### config.mk
export PLATFORM = sky130hd
export DESIGN_NAME = tcb_timer
export DESIGN_NICKNAME = d
export VERILOG_FILES = /design/src/tcb_pkg.sv /design/src/tcb_prescaler.sv /design/src/tcb_event_sync.sv /design/src/tcb_timer.sv
export SDC_FILE = /design/constraint.sdc
export NUM_CORES = 1
export LEC_CHECK = 0
export ABC_AREA = 1
export BUFFER_PORTS_ARGS = -buffer_cell sky130_fd_sc_hd__buf_2
export CELL_PAD_IN_SITES_DETAIL_PLACEMENT = 2
export CELL_PAD_IN_SITES_GLOBAL_PLACEMENT = 2
export CORE_MARGIN = 3
export CORE_UTILIZATION = 27
export DETAILED_ROUTE_END_ITERATION = 10
export PLACE_DENSITY_LB_ADDON = 0.1
export SLEW_MARGIN = 20
export SYNTH_ARGS = -nofsm -noshare
export SYNTH_HDL_FRONTEND = slang
export SYNTH_SLANG_ARGS = --single-unit
### constraint.sdc
create_clock -name clk_sys -period 1.9 [get_ports clk_sys]
set_input_delay 0.38 -clock clk_sys [delete_from_list [all_inputs] [get_ports clk_sys]]
set_output_delay 0.38 -clock clk_sys [all_outputs]
set_load 0.005 [all_outputs]
### src/tcb_pkg.sv
/*
  Package for the 8-bit timer/counter with event input, toggle and PWM output.
  Assumes a 200 MHz system clock and an Avalon-MM slave port with 32-bit data.
*/
package tcb_pkg;

  // Printed register indexes; byte address is four times the index
  localparam logic [7:0] IDX_RELOAD = 8'hCD;
  localparam logic [7:0] IDX_MODE = 8'hDA;
  localparam logic [7:0] IDX_COUNT = 8'hDB;
  localparam logic [7:0] IDX_FLAGS = 8'hC0;
  localparam int ADDR_W = 10;

  // Mode register fields
  localparam int MODE_RUN = 7;
  localparam int MODE_PRE_HI = 6;
  localparam int MODE_PRE_LO = 4;
  localparam int MODE_CKS = 3;
  localparam int MODE_ALOAD = 2;
  localparam int MODE_TOGGLE = 1;
  localparam int MODE_PWM = 0;

  // Flag register fields
  localparam int FLG_OVF = 0;
  localparam int FLG_IEN = 1;
  localparam int FLG_PIN = 2;

  // Reset values
  localparam logic [7:0] RST_BYTE = 8'h00;

  // Overflow boundary masks (counts 256, 64, 32, 16)
  localparam logic [7:0] MASK_256 = 8'hFF;
  localparam logic [7:0] MASK_64 = 8'h3F;
  localparam logic [7:0] MASK_32 = 8'h1F;
  localparam logic [7:0] MASK_16 = 8'h0F;

  // Prescaler: code 0 divides by 256, code 7 by 2
  localparam int PRE_W = 8;
  localparam logic [7:0] PRE_FULL = 8'hFF;

  typedef struct packed {
    logic read;
    logic write;
    logic [ADDR_W-1:0] address;
    logic [31:0] writedata;
    logic [3:0] byteenable;
  } tcb_avm_req_t;

  typedef struct packed {
    logic waitrequest;
    logic [31:0] readdata;
  } tcb_avm_rsp_t;

  typedef struct packed {
    logic gpioLevel;
    logic gpioDrive;
  } tcb_gpio_t;

  typedef struct packed {
    logic level;
    logic drive;
  } tcb_pin_t;

endpackage : tcb_pkg

### src/tcb_prescaler.sv
/*
  Free-running prescaler giving a one-cycle tick at clk_sys / 2^(8-code).
  Assumes a synchronous active-high reset and a clear while the timer is off.
*/
`timescale 1ns/1ps
module tcb_prescaler #(
  parameter int WIDTH = tcb_pkg::PRE_W
) (
  // Clock and reset
  input wire logic clk_sys,
  input wire logic rst,
  // Control
  input wire logic clear,
  input wire logic [2:0] rateCode,
  // Tick
  output logic tick
);

  // Refused at elaboration; the mask logic is sized for eight bits
  if (WIDTH != 8)
  begin : g_width_check
    $error("tcb_prescaler supports WIDTH 8 only");
  end

  typedef struct packed {
    logic [WIDTH-1:0] div;
  } tcb_pre_state_t;

  tcb_pre_state_t state_q;
  tcb_pre_state_t state_d;
  logic [WIDTH-1:0] mask;

  always_comb
  begin
    state_d = state_q;
    mask = tcb_pkg::PRE_FULL >> rateCode; // [RULE3]
    if (clear)
      state_d.div = '0;
    else
      state_d.div = state_q.div + 8'h01;
  end

  // Tick while all bits under the selected ratio are ones
  assign tick = ((state_q.div & mask) == mask) && !clear; // [RULE3]

  always_ff @(posedge clk_sys)
  begin
    if (rst)
      state_q <= '0;
    else
      state_q <= state_d;
  end

endmodule : tcb_prescaler

### src/tcb_event_sync.sv
/*
  Two-flop synchroniser and falling-edge detector for the event input pin.
  Assumes the pin is asynchronous to clk_sys and pulses last over two cycles.
*/
`timescale 1ns/1ps
module tcb_event_sync (
  // Clock and reset
  input wire logic clk_sys,
  input wire logic rst,
  // Pin
  input wire logic eventPin,
  // Edge
  output logic fallPulse
);

  typedef struct packed {
    logic meta;
    logic sync;
    logic prev;
  } tcb_sync_state_t;

  tcb_sync_state_t state_q;
  tcb_sync_state_t state_d;

  // First flop feeds only the second
  always_comb
  begin
    state_d = state_q;
    state_d.meta = eventPin; // [RULE21]
    state_d.sync = state_q.meta;
    state_d.prev = state_q.sync;
  end

  assign fallPulse = state_q.prev && !state_q.sync; // [RULE21]

  always_ff @(posedge clk_sys)
  begin
    if (rst)
      state_q <= 3'b111;
    else
      state_q <= state_d;
  end

endmodule : tcb_event_sync

### src/tcb_timer.sv
/*
  8-bit up timer/event counter with double-buffered reload, toggle and PWM
  output on a shared pin, and an Avalon-MM register slave.
  Assumes a single 200 MHz clock, synchronous reset, and a GPIO block that
  supplies the pin's level and drive when the timer does not own it.
*/
// The Avalon-MM register port was chosen for this implementation.
// Functional notes
// [RULE1] Enable bit 7 stops or runs counter
// [RULE2] Bit 3 picks prescaler or event pin
// [RULE3] Rate code 000 divides 256, 111 divides 2
// [RULE4] Overflow sets flag until software clears
// [RULE5] Overflow reloads counter from active reload; the code loads reloadHold, which becomes active at that same overflow
// [RULE6] Reload writes buffered until next overflow
// [RULE7] Software configures mode before enabling
// [RULE8] Software writes counter equal reload first
// [RULE9] PWM pair picks 256/64/32/16 boundary
// [RULE10] Auto-reload bit only without PWM
// [RULE11] Toggle bit inverts pin each overflow
// [RULE12] Toggle off returns pin to GPIO
// [RULE13] PWM bit drives waveform onto pin
// [RULE14] Software keeps PWM off when toggling
// [RULE15] Event mode counts falling edges, wraps overflow
// [RULE16] Event mode disables pin wake-up
// [RULE17] Event mode holds pin interrupt flag zero
// [RULE18] Overflow flag and request during outputs
// [RULE19] PWM high until count equals reload
// [RULE20] Timer overflow never wakes the system
// [RULE21] Event pin synchronised before edge detection
`timescale 1ns/1ps
module tcb_timer (
  // Clock and reset
  input wire logic clk_sys,
  input wire logic rst,
  // Avalon-MM slave
  input wire tcb_pkg::tcb_avm_req_t avmReq,
  output tcb_pkg::tcb_avm_rsp_t avmRsp,
  // Event input and GPIO hand-off
  input wire logic eventPin,
  input wire tcb_pkg::tcb_gpio_t gpio,
  // Shared output pin
  output tcb_pkg::tcb_pin_t sharedPin,
  // Requests to the system
  output logic overflowIrq,
  output logic eventPinIrq,
  output logic wakeReq
);

  typedef struct packed {
    logic [7:0] mode;
    logic [7:0] count;
    logic [7:0] reloadHold;
    logic [7:0] reloadActive;
    logic ovfFlag;
    logic ovfIen;
    logic pinFlag;
    logic toggleLvl;
    logic pwmLvl;
    logic runPrev;
    logic ack;
    logic [31:0] rdata;
  } tcb_state_t;

  tcb_state_t state_q;
  tcb_state_t state_d;

  logic running;
  logic extClock;
  logic pwmOn;
  logic toggleOn;
  logic reloadOn;
  logic [2:0] rate;
  logic preTick;
  logic evFall;
  logic countTick;
  logic [7:0] bound;
  logic overflow;
  logic busReq;
  logic wrEn;
  logic [7:0] wrByte;
  logic [7:0] wordIdx;
  logic aligned;

  function automatic logic [7:0] boundMask(input logic pwm, input logic [1:0] sel);
    logic [7:0] m;
    m = tcb_pkg::MASK_256;
    if (pwm)
    begin
      unique case (sel)
        2'b00: m = tcb_pkg::MASK_256;
        2'b01: m = tcb_pkg::MASK_64;
        2'b10: m = tcb_pkg::MASK_32;
        2'b11: m = tcb_pkg::MASK_16;
      endcase
    end
    return m;
  endfunction : boundMask

  function automatic logic hit(input logic [7:0] a, input logic [7:0] b, input logic [7:0] m);
    return (a & m) == (b & m);
  endfunction : hit

  assign running = state_q.mode[tcb_pkg::MODE_RUN];
  assign extClock = state_q.mode[tcb_pkg::MODE_CKS];
  assign pwmOn = state_q.mode[tcb_pkg::MODE_PWM];
  assign toggleOn = state_q.mode[tcb_pkg::MODE_TOGGLE] && !pwmOn;
  assign reloadOn = pwmOn || state_q.mode[tcb_pkg::MODE_ALOAD]; // [RULE10]
  assign rate = state_q.mode[tcb_pkg::MODE_PRE_HI:tcb_pkg::MODE_PRE_LO];

  tcb_prescaler #(
    .WIDTH(tcb_pkg::PRE_W)
  ) u_pre (
    .clk_sys(clk_sys),
    .rst(rst),
    .clear(!running || extClock),
    .rateCode(rate),
    .tick(preTick)
  );

  tcb_event_sync u_sync (
    .clk_sys(clk_sys),
    .rst(rst),
    .eventPin(eventPin),
    .fallPulse(evFall)
  );

  // Clock source choice; prescaler ignored in event mode
  assign countTick = running && (extClock ? evFall : preTick); // [RULE1] [RULE2] [RULE15]
  assign bound = boundMask(pwmOn, state_q.mode[2:1]); // [RULE9]
  assign overflow = countTick && hit(state_q.count, tcb_pkg::MASK_256, bound); // [RULE15]

  // Bus decode
  assign busReq = avmReq.read || avmReq.write;
  assign wordIdx = avmReq.address[tcb_pkg::ADDR_W-1:2];
  assign aligned = avmReq.address[1:0] == 2'b00;
  assign wrEn = avmReq.write && state_q.ack && aligned && avmReq.byteenable[0];
  assign wrByte = avmReq.writedata[7:0];

  always_comb
  begin
    state_d = state_q;
    state_d.runPrev = running;
    state_d.ack = busReq && !state_q.ack;

    // Read data captured in the request cycle
    state_d.rdata = '0;
    if (avmReq.read && aligned)
    begin
      if (wordIdx == tcb_pkg::IDX_MODE)
        state_d.rdata = {24'h000000, state_q.mode};
      else if (wordIdx == tcb_pkg::IDX_COUNT)
        state_d.rdata = {24'h000000, state_q.count};
      else if (wordIdx == tcb_pkg::IDX_FLAGS)
        state_d.rdata = {29'h0000000, state_q.pinFlag, state_q.ovfIen, state_q.ovfFlag};
    end

    // Counting and overflow handling
    if (overflow)
    begin
      state_d.reloadActive = state_q.reloadHold; // [RULE6]
      if (pwmOn)
        state_d.count = tcb_pkg::RST_BYTE; // [RULE19]
      else if (reloadOn)
        state_d.count = state_q.reloadHold; // [RULE5] [RULE10]
      else
        state_d.count = tcb_pkg::RST_BYTE; // [RULE15]
    end
    else if (countTick)
      state_d.count = state_q.count + 8'h01; // [RULE1]

    // Toggle output flips on each overflow
    if (overflow && toggleOn)
      state_d.toggleLvl = !state_q.toggleLvl; // [RULE11]

    // PWM: high from cycle start, low once count meets duty
    if ((running && !state_q.runPrev) || overflow)
      state_d.pwmLvl = 1'b1; // [RULE19]
    else if (running && hit(state_q.count, state_q.reloadActive, bound))
      state_d.pwmLvl = 1'b0; // [RULE19]

    // Software writes, applied at the edge where waitrequest is low
    if (wrEn)
    begin
      if (wordIdx == tcb_pkg::IDX_MODE)
        state_d.mode = wrByte;
      else if (wordIdx == tcb_pkg::IDX_COUNT)
        state_d.count = wrByte;
      else if (wordIdx == tcb_pkg::IDX_RELOAD)
      begin
        state_d.reloadHold = wrByte; // [RULE6]
        // While the timer is stopped the active copy follows too
        if (!running)
          state_d.reloadActive = wrByte;
      end
      else if (wordIdx == tcb_pkg::IDX_FLAGS)
      begin
        state_d.ovfIen = wrByte[tcb_pkg::FLG_IEN];
        if (wrByte[tcb_pkg::FLG_OVF])
          state_d.ovfFlag = 1'b0;
        if (wrByte[tcb_pkg::FLG_PIN])
          state_d.pinFlag = 1'b0;
      end
    end

    // Hardware set wins over software clear
    if (overflow)
      state_d.ovfFlag = 1'b1; // [RULE4] [RULE18]
    if (evFall && !extClock)
      state_d.pinFlag = 1'b1;
    if (extClock)
      state_d.pinFlag = 1'b0; // [RULE17]
  end

  always_ff @(posedge clk_sys)
  begin
    if (rst)
      state_q <= '0;
    else
      state_q <= state_d;
  end

  // Combinational waitrequest: one wait cycle per access
  assign avmRsp.waitrequest = busReq && !state_q.ack;
  assign avmRsp.readdata = state_q.rdata;

  // Shared pin returns to GPIO as soon as both outputs are off
  always_comb
  begin
    if (pwmOn)
    begin
      sharedPin.level = state_q.pwmLvl; // [RULE13]
      sharedPin.drive = 1'b1;
    end
    else if (toggleOn)
    begin
      sharedPin.level = state_q.toggleLvl; // [RULE11]
      sharedPin.drive = 1'b1;
    end
    else
    begin
      sharedPin.level = gpio.gpioLevel; // [RULE12] [RULE13]
      sharedPin.drive = gpio.gpioDrive;
    end
  end

  assign overflowIrq = state_q.ovfFlag && state_q.ovfIen; // [RULE18]
  assign eventPinIrq = state_q.pinFlag; // [RULE17]
  // Only the event pin may wake; the timer overflow is left out on purpose
  assign wakeReq = evFall && !extClock; // [RULE16] [RULE20]

endmodule : tcb_timer

# Word level (Yosys, flattened, before mapping)
# Cells that the tools add are included.
# word_totals
ff_bits	82
input_bits	53
output_inout_bits	38
# op_classes
n_addsub	2
n_eq_ne	16
shifts	1
muxes	27
n_bitwise	7
reduce_logical	45
# ops
cell	n
$mux 8	10
$mux 27	2
$eq 8x8->1 const B	4
$pmux 8 s4	1
$and 8x8->8	3
$eq 8x8->1	3
$mux 19	1
$add 8x1->8 const B	2
$mux 16	1
$logic_and 1x1->1	15
$reduce_bool 2->1	7
$ne 2x2->1 const B	6
$reduce_and 6->1	2
$mux 3	3
$logic_not 1->1	8
$shr 8x3->8 const A	1
$mux 1	7
$reduce_or 2->1	3
$reduce_and 5->1	1
$eq 2x2->1 const B	2
$logic_not 2->1	2
$logic_or 1x1->1	4
$mux 2	2
$not 1->1	4
4 further kinds	4

# Depth between registers and ports, before layout
# depth
word_depth	14
ltp_mapped	13

# Hierarchy
# Synthesis repeated with hierarchy kept, for this count alone.
# hier_totals
hier_cells	536
area_unflattened_um2	3407.0
# by_module_without_submodules
mod	n_inst	cells_each	area_per_inst_um2	seq_area_each_um2
tcb_timer	1	460	2897.8	940.9
tcb_prescaler	1	64	415.4	160.2
tcb_event_sync	1	12	93.8	60.1

# Least setup slack after synthesis
# No wires, ideal clock.
# synth_path
path_type	reg2reg
start	reg state_q[55] (netlist name)
end	reg state_q[62] (netlist name)
setup_time_ns	0.117
t_arrival_ns	1.520
t_required_ns	1.783
path_slack_ns	0.263
stages_incl_launch_ff	12
path_buffers	1
period_less_slack_ns	1.637
path_cell_list	dfxtp_1 > ha_1 > nand2_1 > nor2_1 > nand2_1 > nor2_2 > inv_2 > nor2_4 > buf_4 > a21oi_1 > nor2_1 > nor2_1
# synth_via
elab_chain_cells	7
# synth_rtl
item	line	source
from (decl)	tcb_timer.sv:64	tcb_state_t state_q;
from (signal assigned)	tcb_timer.sv:219	state_q <= state_d;
parallel branches: the longest is 3 deep, another holds $add 8x1->8	--	
$mux 8 (*)	tcb_timer.sv:158	if (overflow)
$mux 8	tcb_timer.sv:186	else if (wordIdx == tcb_pkg::IDX_COUNT)
$mux 27	tcb_timer.sv:184	if (wordIdx == tcb_pkg::IDX_MODE)
$mux 27 (*)	tcb_timer.sv:182	if (wrEn)
# Every way passes the cells marked *. The select of a mux whose other input is x is not followed.
# A chain may end at the register's enable or synchronous reset.

# Worst setup path after layout
# layout_path
start	reg state_q[55] (netlist name)
end	reg state_q[55] (netlist name)
# Same word-level chain as after synthesis.

==> metrics.md <==
| Metric | Value |
|---|---|
| YS warnings | `0` |
| R2r setup slk | `roughly 150 ps` |
| Diodes inserted | `0` |
| Buffers on Ports | `39` |
| Register bit total from synthesis | `58` |
| Critical path launch point type | `register` |
| Antenna Nets Post-Route | `0` |
| Die width | `114 um` |
| Compound-Gate Fraction of Synth Area | `15.0%` |
| Placer Congestion | `0.881` |
| Power density over cell area | `749 nW/um^2` |
| Die Ht | `114 um` |
| EDFF count, synth | `0` |
| Sequential Power Share | `41.4%` |
| Final min period | `1750 ps` |
| Syn-to-layout area delta | `24.5%` |
| Hold_sp | `eventPin` |
| DR pass1 iterations | `4` |
| Total grt overflow | `0` |
| Crit. End Element | `register` |
| Hold_buf cts | `0` |
| Comb pwr share | `4.3%` |
| Vias per std cell | `4.74` |
| Post-synth cell types | `32` |
| H-tree levels | `3` |
| Peak VDD IR | `372 uV` |
| Finished Core Util | `35.3%` |
| Critical path data arrival time | `~2000 ps` |
| Max_cap viols | `0` |
| Clock skew | `~5.3 ps` |
| Clock network power share | `54.3%` |
| Post-Syn Area | `3170 sq um` |
| Mapped Cells | `between 400 and 500` |
| Worst setup startpoint | `state_q[55]` |
| Final nets | `589` |
| Clock Tree Buf Depth | `2` |
| Crit Path Max Fanout | `13` |
| Register area share after synthesis | `a little over a third` |
| Critical path data required time | `2170 ps` |
| Mux contribution to synthesized area | `0%` |
| Largest net degree at the start of global routing | `20` |
| Total Wirelength | `11.5 mm` |
| Slew Viols, Final | `0` |
| Global-route wire length before repair | `18.3 mm` |
| Hold Crit Class | `in -> reg` |
| Core area | `11200 sq um` |
| Overall routing resource usage | `18.7%` |
| Core Rows | `38` |
| Fmax | `573 MHz` |
| CTS Root Cell | `clkbuf_16` |
| CTS tree | `yes` |
| Initial antenna violation count | `0` |
| Clock tree sinks | `just under 60` |
| Pleak | `0.00185 uW` |
| Drt drc | `0` |
| Crit share post-route | `between 90% and 100%` |
| Initial core utilization | `28.4%` |
| CTS Buf Count | `9` |
| Clock Latency Late Sink | `~330 ps` |
| Clk pin slew, worst setup/hold paths | `50 ps` |
| Post-Synth Adder-Cell Area | `0.790%` |
| Reg-to-Reg Start | `state_q[55]` |
| Run status | `completed` |
| Layout cells sized above 1 | `20.6%` |
| Post-synthesis simple-gate area fraction | `27.3%` |
| Finish-stage setup viols | `0` |
| Final TNS setup | `0 ps` |
| WS Path Type | `reg -> reg` |
| Int Pwr | `2300 uW` |
| DP HPWL | `9.08 mm` |
| Largest family of logic cells by synthesized area | `simple AND/OR/NAND/NOR gates` |
| Initial drt markers | `95` |
| Ports | `between 90 and 100` |
| Vias | `between 3000 and 4000` |
| Mean Syn Cell Area | `6.78 sq um` |
| Post-synth top flop | `dfxtp_1` |
| Switching part of the total power | `22.1%` |
| Final hold violation count | `0` |
| NetSw | `between 600 and 700 uW` |
| Vias in the first global route | `3469` |
| Post-Synth XOR/XNOR Area | `2.76%` |
| Synth async-reset ratio | `0%` |
| Total die area | `13100 sq um` |
| WL per Instance | `17.0 um` |
[cells by family (layout without fill, tap and decap cells)]
kind of cell / after synthesis / count (layout)
simple gates: 201 / 201
buf+inv: 111 / 159
compound gates: 84 / 84
flops: 58 / 58
xor+xnor: 10 / 10
fa+ha+maj: 2 / 2
other cells: 1 / 24
[cells in the mapped netlist (4+ instances only)]
master,number,area [sq um]
a211oi_1,4,30.0
o21ai_0,23,115
buf_2,5,25.0
nor3_1,7,35.0
a21oi_1,35,175
o211ai_1,4,30.0
dfxtp_1,58,1160
clkbuf_1,5,18.8
xor2_1,7,61.3
inv_2,4,15.0
nand4_1,5,31.3
nand2_1,94,353
buf_4,34,255
nor2_1,44,165
nand3_1,43,215
inv_1,63,236
a31oi_1,5,31.3
[placed cells by master, fill, tap and decap left out, types with 2 or more instances in the layout]
| master | n |
|---|---|
| dfxtp_4 | 2 |
| o211ai_1 | 4 |
| conb_1 | 24 |
| buf_2 | 39 |
| clkbuf_1 | 2 |
| clkinv_2 | 2 |
| xnor2_1 | 3 |
| a211oi_1 | 4 |
| nand2_1 | 93 |
| o21a_1 | 3 |
| o21bai_1 | 3 |
| o221ai_1 | 2 |
| buf_4 | 37 |
| or2_2 | 2 |
| inv_2 | 4 |
| nor3_1 | 7 |
| clkbuf_16 | 9 |
| o31ai_1 | 2 |
| nor2_4 | 2 |
| inv_1 | 63 |
| nor2_1 | 41 |
| o21ai_1 | 2 |
| nand3_1 | 42 |
| a21oi_1 | 34 |
| a31oi_1 | 5 |
| nand4_1 | 5 |
| nand2_2 | 3 |
| xor2_1 | 7 |
| o21ai_0 | 23 |
| nor2_2 | 3 |
| dfxtp_1 | 55 |
[flip-flops by register name, indices dropped and copies added (netlist names)]
register        count
eventPinIrq         1
u_sync.state_q      1
avmRsp              8
extClock            1
rate                3
running             1
u_sync.state_d      2
state_q            32
u_pre.state_q       8
pwmOn               1
[timing repair]
item	in CTS	in global routing
gates resized for setup	0	13
setup buffers	0	1
endpoints found under the setup margin	0	16
[power groups by stage]
stage	Combinational, uW	Sequential [uW]	Clock (uW)
2_1_floorplan	93.8	1250	0
3_3_place_gp	123	1250	0
3_5_place_dp	127	1250	0
4_1_cts	130	1230	1650
5_1_grt	145	1220	1710
6_report	128	1220	1600
[routing by layer]
metal  track usage (%)  routed length [um]
met1              24.2                5390
met2              31.1                5480
met3              2.91                 396
met4              7.21                 244
met5                 0                   0
[critical path, stage by stage, from the launching register on]
cell and delay (ps):
dfxtp_1 340, ha_2 200, nand2_1 100, nor2_2 120, nand2_1 90, nor2_4 150
inv_2 60, nor2_4 120, buf_12 150, nand2_2 80, nor2_2 120, nor2_1 50
nor2_1 90
[cell type report]
| type | instances | area [sq um] |
|---|---|---|
| fillers | 1368 | 7230 |
| multi-input cells | 321 | 1570 |
| flip-flops and latches | 58 | 1170 |
| repair buffers | 77 | 493 |
| inverters | 67 | 251 |
| clock buffers | 12 | 246 |
| well taps | 140 | 175 |
| clock inverters | 3 | 40.0 |
[metrics by stage]
step | cell area, sq um | setup slack (ps) | std cells | hold WS, ps | power [uW]
after floorplan | 3250 | 263 | 490 | 389 | 1340
after global placement | 3620 | 125 | 662 | 394 | 1370
after detailed placement | 3620 | 79.6 | 662 | 407 | 1380
after CTS | 3900 | 51.2 | 677 | 234 | 3000
after global routing | 3950 | -53.0 | 678 | 235 | 3080
final | 3950 | 153 | 678 | 234 | 2960
[path summary, 6_finish.rpt]
| path | endpoint | depth (start not counted) |
|---|---|---|
| worst max-delay path | state_q[55] | 12 |
| worst min-delay path | u_sync.state_d[1] | 2 |
| worst max register to register | state_q[55] | 12 |
| worst min register to register | u_sync.state_d[0] | 1 |
Note: power is estimated with default switching activity, not from simulation.
